<file path="src/pkg/termio_defs.svh">
// constants for the digital terminal processing block
`ifndef TERMIO_DEFS_SVH
`define TERMIO_DEFS_SVH
`define N_BIDIR 4
`define N_OUTONLY 3
`define N_CHAN 7
`define IDX_DISC 10'h190
`define IDX_MAX 10'h2D0
`define PURE_MAX 16'sh7530
`define OFS_STATUS 12'h080
`define WD_CFG 2'h0
`define WD_THR 2'h1
`define WD_HILO 2'h2
`define WD_DEST 2'h3
`define B_RECT 0
`define B_INV 1
`define B_DRV 2
`define SRC_LSB 16
`define RST_HI 16'sh0001
`define RST_LO 16'sh0000
`define RST_THR 16'sh0000
`define RST_RECT_BIDIR 1'b0
`define RST_RECT_OUTONLY 1'b1
`define CLK_PERIOD_NS 5
`define BLK_PERIOD_NS 1000
`define BLK_CYCLES ((`BLK_PERIOD_NS + `CLK_PERIOD_NS - 1) / `CLK_PERIOD_NS)
`endif

</file>
<file path="src/pkg/termio_pkg.sv">
// types shared by the digital terminal processing block
package termio_pkg;
   typedef logic signed [15:0] pure_t;
   typedef struct packed
   {
      logic wr;
      logic [9:0] idx;
      logic signed [15:0] val;
   } dest_req_t;
   typedef enum logic [3:0]
   {
      ST_IDLE = 4'h1,
      ST_FETCH = 4'h2,
      ST_INPUT = 4'h4,
      ST_WRITE = 4'h8
   } seq_state_t;
endpackage

</file>
<file path="src/rtl/out_path.sv">
// rectify, strict compare and invert chain of one output path
`timescale 1ns/1ps
module out_path
(
   input wire logic signed [15:0] src_val,
   input wire logic signed [15:0] thresh,
   input wire logic rectify,
   input wire logic invert,
   output logic result
);
   logic signed [16:0] wide;
   logic signed [16:0] mag;
   logic signed [16:0] thr_w;

   // one extra bit so the magnitude of the most negative value cannot wrap
   assign wide = {src_val[15], src_val};
   assign thr_w = {thresh[15], thresh};
   assign mag = (rectify && wide < 0) ? -wide : wide;
   assign result = (mag > thr_w) ^ invert;
endmodule

</file>
<file path="src/rtl/pin_sync.sv">
// three-stage terminal synchroniser, level moves when stages two and three agree
`timescale 1ns/1ps
module pin_sync
(
   input wire logic clk,
   input wire logic rst,
   input wire logic din,
   output logic level
);
   logic s1_q;
   logic s2_q;
   logic s3_q;

   // stage one feeds stage two only; agreement filters a single-cycle glitch
   always_ff @(posedge clk or posedge rst)
   begin
      if (rst)
      begin
         s1_q <= 1'b0;
         s2_q <= 1'b0;
         s3_q <= 1'b0;
         level <= 1'b0;
      end
      else
      begin
         s1_q <= din;
         s2_q <= s1_q;
         s3_q <= s2_q;
         if (s2_q == s3_q)
            level <= s3_q;
      end
   end
endmodule

</file>
<file path="src/rtl/termio_top.sv">
// digital terminal processing: four bidirectional and three output-only terminals
//
// Decided for this implementation: register access over APB and the placing of the registers.
`timescale 1ns/1ps
`include "termio_defs.svh"
module termio_top
#(
   parameter int BLOCK_CYCLES = `BLK_CYCLES
)
(
   input wire logic MCLK,
   input wire logic RST,
   input wire logic PSEL,
   input wire logic PENABLE,
   input wire logic PWRITE,
   input wire logic [11:0] PADDR,
   input wire logic [31:0] PWDATA,
   output logic [31:0] PRDATA,
   output logic PREADY,
   output logic PSLVERR,
   input wire logic [3:0] TERM_IN,
   output logic [3:0] TERM_OUT,
   output logic [3:0] TERM_OE_N,
   output logic [2:0] OUT_TERM,
   output logic [6:0] RESULT_BITS,
   output logic [9:0] PARAM_IDX,
   input wire termio_pkg::pure_t PARAM_VAL,
   input wire termio_pkg::pure_t DEST_MIN,
   input wire termio_pkg::pure_t DEST_MAX,
   output termio_pkg::dest_req_t DEST_REQ
);
   import termio_pkg::*;

   localparam int CW = $clog2(BLOCK_CYCLES);

   // one pass needs 7 fetch plus 8 input cycles; a shorter period would overrun
   generate
      if (BLOCK_CYCLES < 16)
      begin : g_bad_period
         $error("BLOCK_CYCLES too small for one processing pass");
      end
   endgenerate

   function automatic pure_t clamp(input pure_t v, input pure_t lo, input pure_t hi);
      clamp = (v < lo) ? lo : ((v > hi) ? hi : v);
   endfunction

   function automatic logic [9:0] idx_lim(input logic [9:0] v);
      idx_lim = (v > `IDX_MAX) ? `IDX_MAX : v;
   endfunction

   ////////////////////////////////////////////////////////////////////////////
   // configuration state
   logic [7:0] rect_q;
   logic [7:0] inv_q;
   logic [3:0] drv_q;
   logic [9:0] src_q [8];
   pure_t thr_q [8];
   pure_t hi_q [4];
   pure_t lo_q [4];
   logic [9:0] dest_q [4];
   logic [6:0] res_q;
   logic [3:0] sensed;
   seq_state_t state_q;
   seq_state_t state_d;
   logic [2:0] ch_q;
   logic [2:0] ch_d;
   logic [CW-1:0] blk_cnt_q;

   ////////////////////////////////////////////////////////////////////////////
   // APB decode and read selection
   wire [2:0] a_ch = PADDR[6:4];
   wire [1:0] a_bi = PADDR[5:4];
   wire [1:0] a_wd = PADDR[3:2];
   wire is_stat = (PADDR[11:2] == 10'(`OFS_STATUS >> 2));
   wire is_bidir = (PADDR[11:6] == 6'h00);
   wire is_chan = (PADDR[11:7] == 5'h00) && (a_ch < 3'h7) && (is_bidir || a_wd < 2'h2);
   wire mapped = is_chan || is_stat;
   wire setup = PSEL && !PENABLE;
   wire wr_en = PSEL && PENABLE && PREADY && PWRITE && is_chan;
   wire drv_rd = is_bidir ? drv_q[a_bi] : 1'b0;
   wire [31:0] rd_cfg = {6'h0, src_q[a_ch], 13'h0, drv_rd, inv_q[a_ch], rect_q[a_ch]};
   wire [31:0] rd_thr = {{16{thr_q[a_ch][15]}}, thr_q[a_ch]};
   wire [31:0] rd_hilo = {lo_q[a_bi], hi_q[a_bi]};
   wire [31:0] rd_dest = {22'h0, dest_q[a_bi]};
   wire [31:0] rd_stat = {20'h00000, sensed, 1'b0, res_q};
   wire [31:0] rd_word = is_stat ? rd_stat :
                         (a_wd == `WD_CFG) ? rd_cfg :
                         (a_wd == `WD_THR) ? rd_thr :
                         (a_wd == `WD_HILO) ? rd_hilo : rd_dest;

   // no wait state: answer is prepared in the setup cycle
   always_ff @(posedge MCLK or posedge RST)
   begin
      if (RST)
      begin
         PREADY <= 1'b0;
         PRDATA <= 32'h00000000;
         PSLVERR <= 1'b0;
      end
      else
      begin
         PREADY <= setup;
         PSLVERR <= setup && !mapped;
         PRDATA <= (setup && mapped && !PWRITE) ? rd_word : 32'h00000000;
      end
   end

   ////////////////////////////////////////////////////////////////////////////
   // register writes; linear fields clamp to the pure-number range
   wire pure_t wr_lo = PWDATA[15:0];
   wire pure_t wr_hi = PWDATA[31:16];

   always_ff @(posedge MCLK or posedge RST)
   begin
      if (RST)
      begin
         rect_q <= {1'b0, {3{`RST_RECT_OUTONLY}}, {4{`RST_RECT_BIDIR}}};
         inv_q <= 8'h00;
         drv_q <= 4'h0;
         for (int i = 0; i < 8; i++)
         begin
            src_q[i] <= `IDX_DISC;
            thr_q[i] <= `RST_THR;
         end
         for (int i = 0; i < 4; i++)
         begin
            hi_q[i] <= `RST_HI;
            lo_q[i] <= `RST_LO;
            dest_q[i] <= `IDX_DISC;
         end
      end
      else if (wr_en)
      begin
         case (a_wd)
            `WD_CFG:
            begin
               rect_q[a_ch] <= PWDATA[`B_RECT];
               inv_q[a_ch] <= PWDATA[`B_INV];
               if (is_bidir)
                  drv_q[a_bi] <= PWDATA[`B_DRV];
               src_q[a_ch] <= idx_lim(PWDATA[`SRC_LSB+9:`SRC_LSB]);
            end
            `WD_THR: thr_q[a_ch] <= clamp(wr_lo, -`PURE_MAX, `PURE_MAX);
            `WD_HILO:
            begin
               hi_q[a_bi] <= clamp(wr_lo, -`PURE_MAX, `PURE_MAX);
               lo_q[a_bi] <= clamp(wr_hi, -`PURE_MAX, `PURE_MAX);
            end
            default: dest_q[a_bi] <= idx_lim(PWDATA[9:0]);
         endcase
      end
   end

   ////////////////////////////////////////////////////////////////////////////
   // terminal input sensing, always active whatever the drive setting
   genvar gi;
   generate
      for (gi = 0; gi < `N_BIDIR; gi++)
      begin : g_sense
         pin_sync u_sync
         (
            .clk(MCLK),
            .rst(RST),
            .din(TERM_IN[gi]),
            .level(sensed[gi])
         );
      end
   endgenerate

   ////////////////////////////////////////////////////////////////////////////
   // block cycle timer and processing sequencer
   wire tick = (blk_cnt_q == CW'(BLOCK_CYCLES - 1));
   wire pure_t pv = clamp(PARAM_VAL, -`PURE_MAX, `PURE_MAX);
   wire [1:0] bch = ch_q[1:0];
   wire pure_t sel_val = sensed[bch] ? hi_q[bch] : lo_q[bch];
   wire last_out = (ch_q == 3'h6);
   wire last_in = (ch_q == 3'h3);
   logic cur_res;

   // one shared chain, time-multiplexed over all seven outputs
   out_path u_path
   (
      .src_val(pv),
      .thresh(thr_q[ch_q]),
      .rectify(rect_q[ch_q]),
      .invert(inv_q[ch_q]),
      .result(cur_res)
   );

   // next state of the pass: outputs first, then inputs
   always_comb
   begin
      state_d = state_q;
      case (state_q)
         ST_IDLE: if (tick) state_d = ST_FETCH;
         ST_FETCH: if (last_out) state_d = ST_INPUT;
         ST_INPUT: state_d = ST_WRITE;
         ST_WRITE: state_d = last_in ? ST_IDLE : ST_INPUT;
         default: state_d = ST_IDLE;
      endcase
   end

   assign ch_d = ((state_q == ST_FETCH && !last_out) || (state_q == ST_WRITE && !last_in)) ?
                 ch_q + 3'h1 : ((state_q == ST_INPUT) ? ch_q : 3'h0);

   // sequencer registers; the source index is taken from ch_d so it appears in the same cycle as the fetch
   always_ff @(posedge MCLK or posedge RST)
   begin
      if (RST)
      begin
         state_q <= ST_IDLE;
         ch_q <= 3'h0;
         blk_cnt_q <= '0;
         PARAM_IDX <= `IDX_DISC;
      end
      else
      begin
         state_q <= state_d;
         ch_q <= ch_d;
         blk_cnt_q <= tick ? '0 : blk_cnt_q + CW'(1);
         PARAM_IDX <= src_q[ch_d];
      end
   end

   // results update every pass, drive enable plays no part here
   always_ff @(posedge MCLK or posedge RST)
   begin
      if (RST)
         res_q <= 7'h00;
      else if (state_q == ST_FETCH)
         res_q[ch_q] <= cur_res;
   end

   // destination transfer; limits answer for the index held one cycle earlier
   always_ff @(posedge MCLK or posedge RST)
   begin
      if (RST)
         DEST_REQ <= '{wr: 1'b0, idx: `IDX_DISC, val: 16'sh0000};
      else if (state_q == ST_INPUT)
      begin
         DEST_REQ.wr <= 1'b0;
         DEST_REQ.idx <= dest_q[bch];
      end
      else if (state_q == ST_WRITE)
      begin
         DEST_REQ.wr <= (DEST_REQ.idx != `IDX_DISC);
         DEST_REQ.val <= clamp(sel_val, DEST_MIN, DEST_MAX);
      end
      else
         DEST_REQ.wr <= 1'b0;
   end

   ////////////////////////////////////////////////////////////////////////////
   // pin drivers: enable only while drive is on and the result is high
   always_ff @(posedge MCLK or posedge RST)
   begin
      if (RST)
      begin
         TERM_OE_N <= 4'hF;
         TERM_OUT <= 4'h0;
         OUT_TERM <= 3'h0;
         RESULT_BITS <= 7'h00;
      end
      else
      begin
         TERM_OE_N <= ~(drv_q & res_q[3:0]);
         TERM_OUT <= res_q[3:0];
         OUT_TERM <= res_q[6:4];
         RESULT_BITS <= res_q;
      end
   end

   ////////////////////////////////////////////////////////////////////////////
   // checks
   a_oe_follows_res: assert property (@(posedge MCLK) disable iff (RST)
      ##1 TERM_OE_N == ~($past(drv_q) & $past(res_q[3:0])))
      else $error("terminal enable does not follow drive and result");

   a_off_no_drive: assert property (@(posedge MCLK) disable iff (RST)
      (drv_q == 4'h0) [*2] |-> TERM_OE_N == 4'hF)
      else $error("terminal driven while drive disabled");

   a_cmp_equal_low: assert property (@(posedge MCLK) disable iff (RST)
      (state_q == ST_FETCH && !inv_q[ch_q] && !rect_q[ch_q] && pv == thr_q[ch_q])
      |-> !cur_res)
      else $error("equal compare gave high");

   a_rect_neg_high: assert property (@(posedge MCLK) disable iff (RST)
      (state_q == ST_FETCH && rect_q[ch_q] && !inv_q[ch_q] && pv < 0 && thr_q[ch_q] >= 0
       && -pv > thr_q[ch_q]) |=> res_q[$past(ch_q)])
      else $error("rectified negative value not high");

   a_pass_timing: assert property (@(posedge MCLK) disable iff (RST)
      (state_q == ST_IDLE && tick) |=> state_q == ST_FETCH ##7 state_q == ST_INPUT)
      else $error("processing pass out of step");

   a_disc_no_write: assert property (@(posedge MCLK) disable iff (RST)
      DEST_REQ.wr |-> DEST_REQ.idx != `IDX_DISC && $past(state_q) == ST_WRITE)
      else $error("write issued to disconnected destination");

   a_dest_clamped: assert property (@(posedge MCLK) disable iff (RST)
      DEST_REQ.wr |-> DEST_REQ.val >= $past(DEST_MIN) && DEST_REQ.val <= $past(DEST_MAX))
      else $error("destination value outside its limits");

   a_thr_range: assert property (@(posedge MCLK) disable iff (RST)
      thr_q[ch_q] <= `PURE_MAX && thr_q[ch_q] >= -`PURE_MAX)
      else $error("threshold outside pure-number range");

   a_outonly_res: assert property (@(posedge MCLK) disable iff (RST)
      ##1 OUT_TERM == $past(res_q[6:4]) && RESULT_BITS == $past(res_q))
      else $error("output-only terminals stale");

   a_apb_ready: assert property (@(posedge MCLK) disable iff (RST)
      setup |=> PREADY ##1 !PREADY)
      else $error("apb ready not one cycle after setup");
endmodule

</file>
<file path="config.mk">
export PLATFORM = sky130hd
export DESIGN_NAME = termio_top
export DESIGN_NICKNAME = d
export VERILOG_FILES = /design/src/pkg/termio_pkg.sv /design/src/rtl/out_path.sv /design/src/rtl/pin_sync.sv /design/src/rtl/termio_top.sv
export VERILOG_INCLUDE_DIRS = /design/src /design/src/pkg
export SDC_FILE = /design/constraint.sdc
export NUM_CORES = 1
export LEC_CHECK = 0
export ABC_AREA = 1
export CORE_MARGIN = 1.5
export CORE_UTILIZATION = 37
export DETAILED_ROUTE_END_ITERATION = 10
export DONT_BUFFER_PORTS = 1
export HOLD_SLACK_MARGIN = 0.1
export SKIP_LAST_GASP = 1
export SLEW_MARGIN = 20
export SYNTH_ARGS = -nofsm -noshare
export SYNTH_HDL_FRONTEND = slang
export SYNTH_SLANG_ARGS = --single-unit
</file>
<file path="constraint.sdc">
create_clock -name MCLK -period 15.1 [get_ports MCLK]
set_clock_uncertainty 0.05 [all_clocks]
set_input_delay 0.755 -clock MCLK [delete_from_list [all_inputs] [get_ports MCLK]]
set_output_delay 0.755 -clock MCLK [all_outputs]
set_load 0.03 [all_outputs]
</file>
Word-level counts from Yosys, hierarchy flattened
Index checks and enable logic that the tools add are counted.

storage, ports and cells
  bits in registers = 523
  input port bits = 101
  output and inout port bits = 89
  word-level logic and storage cells = 249

cells by class
  $add $sub $neg = 3
  order comparisons = 28
  equal/unequal tests = 17
  multiplexer cells = 92
  bitwise logic cells = 10
  reductions and logical operators = 37

operator list
  kind                                             count
  16-bit 2-to-1 mux                                23
  32-bit 2-to-1 mux                                5
  16-bit binary-select mux with 2-bit select       4
  128-bit bitwise mux                              1
  64-bit bitwise mux                               2
  10-bit 2-to-1 mux                                12
  16-bit binary-select mux with 3-bit select       2
  80-bit bitwise mux                               1
  10-bit binary-select mux with 3-bit select       2
  16-bit demux with 3-bit select                   1
  16-bit > comparator (second input constant)      3
  16-bit < comparator (second input constant)      3
  10-bit binary-select mux with 2-bit select       2
  40-bit bitwise mux                               1
  16-bit demux with 2-bit select                   1
  10-bit demux with 3-bit select                   1
  10-bit demux with 2-bit select                   1
  10-bit > comparator (second input constant)      2
  1-bit logical AND                                18
  17-bit by 16-bit > comparator with 1-bit output  1
  17-bit 2-to-1 mux                                1
  16-bit negator with 17-bit output                1
  8-bit bitwise mux                                2
  16-bit > comparator                              1
  other kinds (52)                                 96

Logic depth before layout (Yosys ltp)
Gate-level depths: netlist of the first run.

  depth in word-level cells = 9
  mapped depth = 25
  depth with buffers taken out = 24

Modules after synthesis
A second synthesis of the first run with hierarchy kept.

unflattened totals
  cells, all modules = 3554
  area total of the unflattened synthesis = 27814.2 um^2

modules (own cells, without submodules)
  module      instances  cells each  area an instance (um^2)  sequential area each (um^2)
  termio_top  1          3353        26417.8                  12579.6
  out_path    1          165         915.9                    0.0
  pin_sync    4          9           120.1                    100.1

Least setup slack after synthesis of the first run
No wires, ideal clock.

  path kind = input to register
  start = input PARAM_VAL[14]
  end = register res_q[0]
  setup time = 0.121 ns
  arrival = 3.694 ns
  data required time = 14.929 ns
  slack = 11.235 ns
  cell stages on the path = 21
  buffers on the path = 1
  cells stage by stage = inv_1 nor4_2 o211ai_1 nand2_1 nand3_2 buf_4 nand3_1 ha_1 nand2_1 o21ai_4 nand2_1 xor2_1 ha_1 a21oi_1 o21ai_0 o21ai_0 a21oi_1 o21ai_0 nand3_1 nand3_1 nand2_1

between the ends
  longest elaborated chain between the ends = 9
  elaborated cells on any way between the ends = 11
  those cells by class = 1 x add/sub; 4 x order compare; 4 x mux; 1 x bitwise; 1 x reduce/logical

RTL lines
  what                                                 line               RTL
  start, declared                                      termio_top.sv:27   input wire termio_pkg::pure_t PARAM_VAL,
  16-bit > comparator                                  termio_top.sv:45   clamp = (v < lo) ? lo : ((v > hi) ? hi : v);
  16-bit 2-to-1 mux                                    termio_top.sv:45
  16-bit 2-to-1 mux (*)                                termio_top.sv:45
  16-bit by 1-bit < comparator with 1-bit output       out_path.sv:18     assign mag = (rectify && wide < 0) ? -wide : wide;
  1-bit logical AND                                    out_path.sv:18
  17-bit 2-to-1 mux (*)                                out_path.sv:18
  17-bit by 16-bit > comparator with 1-bit output (*)  out_path.sv:19     assign result = (mag > thr_w) ^ invert;
  1-bit bitwise XOR (*)                                out_path.sv:19
  7-bit bitwise mux (*)                                termio_top.sv:232  res_q[ch_q] <= cur_res;
  end signal, assigned by index                        termio_top.sv:232
  end, declared                                        termio_top.sv:62   logic [6:0] res_q;

Every way passes the cells marked *; elsewhere a longest branch is shown, timed or not.
A chain may end at the register's enable or synchronous reset.

Worst setup path in the final report of the first run
  start = register ch_q[1]
  end = register res_q[6]

between the ends
  longest elaborated chain between the ends = 7
  elaborated cells on any way between the ends = 18
  those cells by class = 3 x order compare; 11 x mux; 2 x bitwise; 2 x reduce/logical

RTL lines
  what                                                                                                         line                                  RTL
  start, declared                                                                                              termio_top.sv:66                      logic [2:0] ch_q;
  start signal, assigned                                                                                       termio_top.sv:220                     ch_q <= ch_d;
  1-bit binary-select mux with 3-bit select / 3-bit NOT with 4-bit output (equally long branches)              termio_top.sv:186, termio_top.sv:185
  1-bit 2-to-1 mux (not written as such) / 16-bit binary-select mux with 3-bit select (equally long branches)  termio_top.sv:186, termio_top.sv:185
  1-bit logical AND / 16-bit 2-to-1 mux (equally long branches)                                                out_path.sv:18, termio_top.sv:185
  17-bit 2-to-1 mux / 16-bit 2-to-1 mux (equally long branches)                                                out_path.sv:18, termio_top.sv:185
  17-bit by 16-bit > comparator with 1-bit output                                                              out_path.sv:19
  1-bit bitwise XOR                                                                                            out_path.sv:19
  7-bit bitwise mux (*)                                                                                        termio_top.sv:232

Every way passes the cells marked *; elsewhere a longest branch is shown, timed or not. The select of a mux whose other input is x is not followed.

==> flow_summary_export.csv, run 1 <==
group,metric,value,unit
timing,tns,0,ns
timing,setup_viol,0,
cts,cts.clk_slew.worst_paths,0.06,ns
timing,worst_pin_slew,1.13,ns
logic_synthesis,ys_warn_count,0,
finish,final.fill_count,7463,
cts,cts_sinks,516,
detailed_routing,viasPerCell,5.57,
logic_synthesis,synth-seq-cells,516,
logic_synthesis,synthesis.area,0.0272,mm²
placed_design,gp_congestion,0.889,
flow_run,maxCapViolCount,0,
global_route,grt_pass1_vias,22680,
logic_synthesis,synth_edf_count,0,
cts,cts_tree,"built",
detailed_routing,route.detailed.drc,0,
global_route,globalRouteOverflowTotal,0,
cts,cts-root-buf,"clkbuf_16",
die,die_y,274,µm
cts,htreeDepth,2,
setup_path,start_kind,"flip-flop",
setup_path,reg2reg_to,"res_q[6]",
logic_synthesis,yosysTopAreaCell,"dfrtp_1",
die,design.core.area,0.0728,mm²
detailed_routing,detail-route-antenna-nets,0,
setup_path,worstPathMaxFanout,30,
worst_hold_path,hp-class,"input port to asynchronous set/reset pin",
logic_synthesis,synth.top_cells.by_area,"dfrtp_1 42%, nand2_1 11%, o21ai_0 9.5%, inv_1 5.6%, dfstp_2 5.2%",
die,io_pins,190,
placed_design,port_buffers,0,
finish,nets,3489,
setup_path,arrival,6.09,ns
logic_synthesis,syn_avg_cell_area,7.89,µm²
power_and_ir_drop,power.total,0.00308,W
logic_synthesis,synth_compound_area_frac,0.220,
setup_path,crit_required,15.55,ns
detailed_routing,drt-pass1-iter-count,6,
power_and_ir_drop,power.leakage,13.7,nW
global_route,grt_max_degree,171,
die,rows,99,
setup_path,rrSetupSlack,9.46,ns
power_and_ir_drop,peakVddDrop,0.0839,mV
logic_synthesis,synth_adder_area_share,0.0258,
detailed_routing,detail_route.wl_per_cell,21.6,µm
logic_synthesis,synth_most_common_cell,"nand2_1",
global_route,globalRouteTotalUtil,0.248,
logic_synthesis,synthSimpleGateAreaFrac,0.178,
timing,finalHoldViolations,0,
finish,layout-drive-gt1-share,0.0792,
detailed_routing,vias,24209,
finish,area_growth_syn_to_layout,9.73,%
setup_path,cp-end-kind,"flip-flop",
logic_synthesis,async_reset_ff_frac,1.00,
global_route,antenna_found_initial,0,
run_status,status,"finished clean",
power_and_ir_drop,cellPowerDensity,103,mW/mm²
setup_path,critical_path_class,"flip-flop to flip-flop",
die,initial_core_util,0.374,
timing,fin_crit,5.64,ns
placed_design,dp_hpwl,61800,µm
cts,numCtsBuffers,58,
timing,fmax,177,MHz
logic_synthesis,synth_nets,3600,
logic_synthesis,yosys-top-cells-count,"783 x nand2_1, 519 x o21ai_0, 462 x dfrtp_1, 403 x inv_1, 177 x nor2_1",
logic_synthesis,yosysSeqAreaShare,0.477,
logic_synthesis,synth_top_family_by_area,"compound AO/OA/AOI/OAI gates",
global_route,grt_first_pass_wirelength,142000,µm
cts,clk_path_buf_depth,3,
logic_synthesis,ys_types,68,
setup_path,r2r_cells,24,
setup_path,r2r_start,"ch_q[1]",
timing,rsz0062_at_grt,"false",
timing,period_share,0.373,
logic_synthesis,synthMuxAreaShare,0.000368,
cts,post-cts-setup-buffer-count,0,
die,die_area,0.0752,mm²
detailed_routing,drt_iter0_drc,2844,
logic_synthesis,synth_ff_type,"dfrtp_1",
timing,slew_headroom,0.243,
timing,drv_slew,0,
logic_synthesis,synth-xor-area-share,0.00258,
die,die_w,274,µm
logic_synthesis,syn_inst,3446,
detailed_routing,postRouteWirelength,93800,µm
logic_synthesis,synth.top_cell.area_share,0.425,
cts,clock_latency,0.63,ns
layout by cell type, fill, tap and decap left out, types with 5 or more instances in the layout:
cell type / count
nand2_1: 780
o21ai_0: 516
dfrtp_1: 460
inv_1: 402
nor2_1: 176
a21oi_1: 155
nand3_1: 128
o22ai_1: 115
a22oi_1: 59
clkbuf_16: 59
dfstp_2: 54
ha_1: 53
buf_4: 51
o211ai_1: 50
a31oi_1: 28
nor3_1: 22
nand4_1: 20
inv_2: 19
o21ai_1: 17
clkbuf_1: 17
a221oi_1: 15
clkinv_2: 13
clkbuf_8: 12
nand2_2: 10
o2111ai_1: 10
o32ai_1: 10
o221ai_1: 10
o311ai_0: 10
clkinv_1: 6
nor2_4: 5
or2_2: 5
xor2_1: 5
bufinv_16: 5
registers in the layout, summed over array words and instances, names as in the netlist, 8 cells and up:
name / flops
lo_q: 64
PRDATA: 32
rect_q: 8
thr_q: 128
DEST_REQ: 27
inv_q: 8
PARAM_IDX: 10
src_q: 80
blk_cnt_q: 8
dest_q: 40
hi_q: 64
layout make-up:
type / instances / area (µm²) / share of cell area
flip-flops and latches: 516 / 13000 / 0.435
well taps: 959 / 1200 / 0.0402
clock inverters: 20 / 235 / 0.00788
multi-input cells: 2273 / 11700 / 0.391
repair buffers: 56 / 443 / 0.0148
inverters: 430 / 1620 / 0.0543
clock buffers: 88 / 1710 / 0.0571
diodes: 1 / 2.50 / 0.0000838
power by group:
part | switching (W) | internal [W] | leakage [nW]
Sequential | 0.00000595 | 0.00139 | 6.00
Clock | 0.000596 | 0.000860 | 0.960
Combinational | 0.000171 | 0.0000571 | 6.78
timing repair:
action                    4_1_cts  5_1_grt
hold buffers                    4        0
hold endpoints to repair        4        0
resized for setup               0        0
how the worst max path moves through the flow:
| stage | from | end | slack (ns) | depth (start not counted) |
|---|---|---|---|---|
| after global routing | ch_q[1] | res_q[6] | 9.19 | 24 |
| after CTS | ch_q[1] | res_q[6] | 9.60 | 24 |
| after detailed placement | ch_q[1] | res_q[1] | 9.63 | 24 |
| after floorplan | RST | DEST_REQ[0] | 7.33 | 1 |
| final | ch_q[1] | res_q[6] | 9.46 | 24 |
| after global placement | ch_q[1] | res_q[2] | 9.68 | 24 |
worst max-delay path, cell delays in order (launching register included):
cell      delay, ns
dfrtp_2        0.34
buf_4          0.39
inv_2          0.30
buf_4          0.35
nor2_1         0.19
inv_2          0.06
nor2_1         0.41
inv_2          0.39
o22ai_1        0.31
nor4_4         0.06
buf_4          0.21
inv_2          0.08
nor2_1         0.04
xor2_1         0.13
inv_1          0.06
ha_1           0.30
a21o_1         0.18
o21bai_1       0.15
a21oi_1        0.09
o21ai_0        0.18
a21oi_1        0.09
o21ai_0        0.44
nand3_1        0.41
nand3_1        0.21
nand2_1        0.06
routing by layer:
| metal | vias to the layer above | share of wire | GRT usage |
|---|---|---|---|
| met5 | - | 0 | 0 |
| met3 | 145 | 0.095 | 0.0514 |
| li1 | 11323 | - | - |
| met4 | 0 | 0.025 | 0.0669 |
| met2 | 1109 | 0.45 | 0.387 |
| met1 | 11632 | 0.43 | 0.347 |
cell families (layout without fill, tap and decap cells):
| logic type | after synthesis | in the layout |
|---|---|---|
| adders and majority gates | 57 | 57 |
| DFF | 516 | 516 |
| and+or+nand+nor | 1171 | 1171 |
| muxes | 1 | 1 |
| other | 0 | 1 |
| xor gates and xnor gates | 8 | 8 |
| AOI/OAI and AO/OA | 1036 | 1036 |
| buffers and inverters | 657 | 594 |
stage by stage:
stage | worst slack (ns) | area [µm²] | util | instances | hold WS (ns)
2_1_floorplan | 7.33 | 27200 | - | 3446 | 0.281
3_3_place_gp | 9.68 | 27900 | 0.382 | 4230 | 0.288
3_5_place_dp | 9.63 | 27900 | 0.382 | 4230 | 0.294
4_1_cts | 9.60 | 29800 | 0.410 | 4342 | 0.134
5_1_grt | 9.19 | 29800 | 0.410 | 4342 | 0.136
6_report | 9.46 | 29900 | 0.410 | 4343 | 0.120
(Power assumes the default switching activity.)
==> run 2: changes to the inputs <==
==> constraint.sdc (replaced) <==
create_clock -name MCLK -period 5.8 [get_ports MCLK]
set_clock_uncertainty 0.05 [all_clocks]
set_input_delay 0.29 -clock MCLK [delete_from_list [all_inputs] [get_ports MCLK]]
set_output_delay 0.29 -clock MCLK [all_outputs]
set_load 0.03 [all_outputs]
==> run 2 against run 1 <==
  * Design area rose by 2.9%
  * Clock power rose to 2.7 times the previous value
  * Critical path depth shrank 3
  * Global-route usage grew 0.60 points
  * Count of clock-buffer cells in the layout is 18 lower
  * Routed wire length rose by 2.9%
  * Critical path type unchanged
==> flow_summary_export.csv, run 2 (synthesis results as in run 1) <==
group,metric,value,unit
finish,layout-drive-gt1-share,0.0818,
worst_hold_path,hp-class,"input port to flip-flop",
timing,slew_headroom,0.228,
timing,fin_ws,0.753,ns
placed_design,port_buffers,0,
global_route,grt_max_degree,168,
die,design.core.area,0.0728,mm²
timing,holdWs,0.125,ns
detailed_routing,route.detailed.drc,0,
cts,holdBufCountCts,76,
power_and_ir_drop,power.leakage,14.1,nW
die,io_pins,190,
finish,top_regs,"thr_q (128), src_q (80)",
setup_path,critical_path_class,"flip-flop to flip-flop",
setup_path,worstPathMaxFanout,36,
finish,final_cell_mix,"780 x nand2_1, 515 x o21ai_0, 460 x dfrtp_1",
cts,post_cts_resized,0,
finish,final_common_cell,"nand2_1",
cts,clk_path_buf_depth,3,
global_route,antenna_found_initial,6,
die,die_y,274,µm
finish,nets,3563,
placed_design,dp_hpwl,63100,µm
timing,rsz0062_at_grt,"false",
die,rows,99,
detailed_routing,drt-pass1-iter-count,6,
setup_path,start_kind,"flip-flop",
detailed_routing,vias,24732,
placed_design,post-place-ws,0.975,ns
setup_path,crit_required,6.27,ns
power_and_ir_drop,peakVddDrop,0.246,mV
global_route,grt_pass1_vias,22951,
die,die_w,274,µm
timing,period_share,0.870,
cts,cts_tree,"built",
detailed_routing,drt_iter0_drc,2762,
power_and_ir_drop,cellPowerDensity,268,mW/mm²
setup_path,cp-end-kind,"flip-flop",
finish,largest-register,"thr_q",
timing,setup_viol,0,
timing,drv_slew,0,
global_route,grt_first_pass_wirelength,145000,µm
placed_design,gp_congestion,0.883,
die,die_area,0.0752,mm²
run_status,status,"finished clean",
timing,fin_crit,5.05,ns
cts,clock_latency,0.64,ns
global_route,globalRouteTotalUtil,0.254,
detailed_routing,detail_route.wl_per_cell,21.8,µm
detailed_routing,viasPerCell,5.60,
cts,cts_sinks,516,
detailed_routing,detail-route-antenna-nets,0,
setup_path,arrival,5.51,ns
cts,post-cts-setup-buffer-count,0,
cts,cts.clk_slew.worst_paths,0.06,ns
detailed_routing,postRouteWirelength,96500,µm
finish,area_growth_syn_to_layout,13.0,%
flow_run,maxCapViolCount,0,
die,initial_core_util,0.374,
timing,finalHoldViolations,0,
finish,largest_reg_flops,128,
cts,cts-root-buf,"clkbuf_16",
timing,fmax,198,MHz
global_route,globalRouteOverflowTotal,0,
cts,htreeDepth,2,
cts,numCtsBuffers,58,
timing,worst_pin_slew,1.16,ns
run 2: cell types whose count changed in the layout (fill, tap and decap cells not counted), moves of 2 or more:
cell,previous run,this run
buf_12,1,3
bufinv_16,5,9
clkbuf_1,17,3
clkbuf_8,12,9
clkinv_2,13,17
clkinvlp_4,2,8
diode_2,1,3
dlygate4sd3_1,4,77
inv_6,1,3
run 2: cell type report:
type	count	area (µm²)
Antenna cell	3	7.51
Clock buffer	70	1590
Clock inverter	39	468
Fill cell	7420	42100
Inverter	430	1620
Multi-Input combinational cell	2273	11700
Sequential cell	516	13000
Tap cell	959	1200
Timing Repair Buffer	130	1210
run 2: metal layers:
| layer | wire [µm] | vias to the layer above | track usage |
|---|---|---|---|
| met3 | 9690 | 184 | 0.0518 |
| met1 | 41200 | 11849 | 0.354 |
| met5 | 13 | - | 0 |
| met4 | 2990 | 2 | 0.0817 |
| met2 | 42600 | 1221 | 0.393 |
| li1 | - | 11476 | - |
run 2: stage by stage:
stage / instance area (µm²) / cells / total power (W) / utilization / TNS, ns
after floorplan: 27200 / 3446 / 0.00409 / - / -694.94
after global placement: 27900 / 4231 / 0.00428 / 0.383 / 0
after detailed placement: 27900 / 4231 / 0.00428 / 0.383 / 0
after CTS: 30700 / 4416 / 0.00829 / 0.422 / 0
after global routing: 30700 / 4418 / 0.00850 / 0.422 / 0
final: 30700 / 4420 / 0.00825 / 0.422 / 0
run 2: critical path, stage by stage, from the launching register on:
cell	delay, ns
dfrtp_2	0.61
inv_2	0.13
buf_4	0.53
nand3_1	0.14
nand2_1	0.43
o21ai_0	0.39
ha_1	0.46
nand2_1	0.08
inv_1	0.05
nand3_1	0.10
nor3_1	0.24
o21ai_0	0.17
nand2_1	0.08
nand2_1	0.05
nand3_1	0.06
buf_4	0.30
nor2_1	0.07
a21oi_1	0.15
nand3_1	0.10
nand3_1	0.10
dlygate4sd3_1	0.55
nand2_1	0.05
run 2: final timing paths:
check	start	to	slack [ns]	depth (start not counted)
setup reg to reg	ch_q[1]	DEST_REQ[13]	0.75	21
min in group asynchronous	RST	lo_q[47]	0.25	2
hold / removal	PWDATA[11]	thr_q[107]	0.13	5
hold reg to reg	g_sense[1].u_sync.s1_q	g_sense[1].u_sync.s2_q	0.30	0
max in group asynchronous	RST	thr_q[110]	4.04	3
setup / recovery	ch_q[1]	DEST_REQ[13]	0.75	21
run 2: power by group:
part	total, W	switching [W]	leakage [nW]	internal, W
Clock	0.00397	0.00162	1.01	0.00235
Combinational	0.000644	0.000470	7.06	0.000174
Sequential	0.00363	0.0000164	6.00	0.00361
Total	0.00825	0.00210	14.1	0.00614
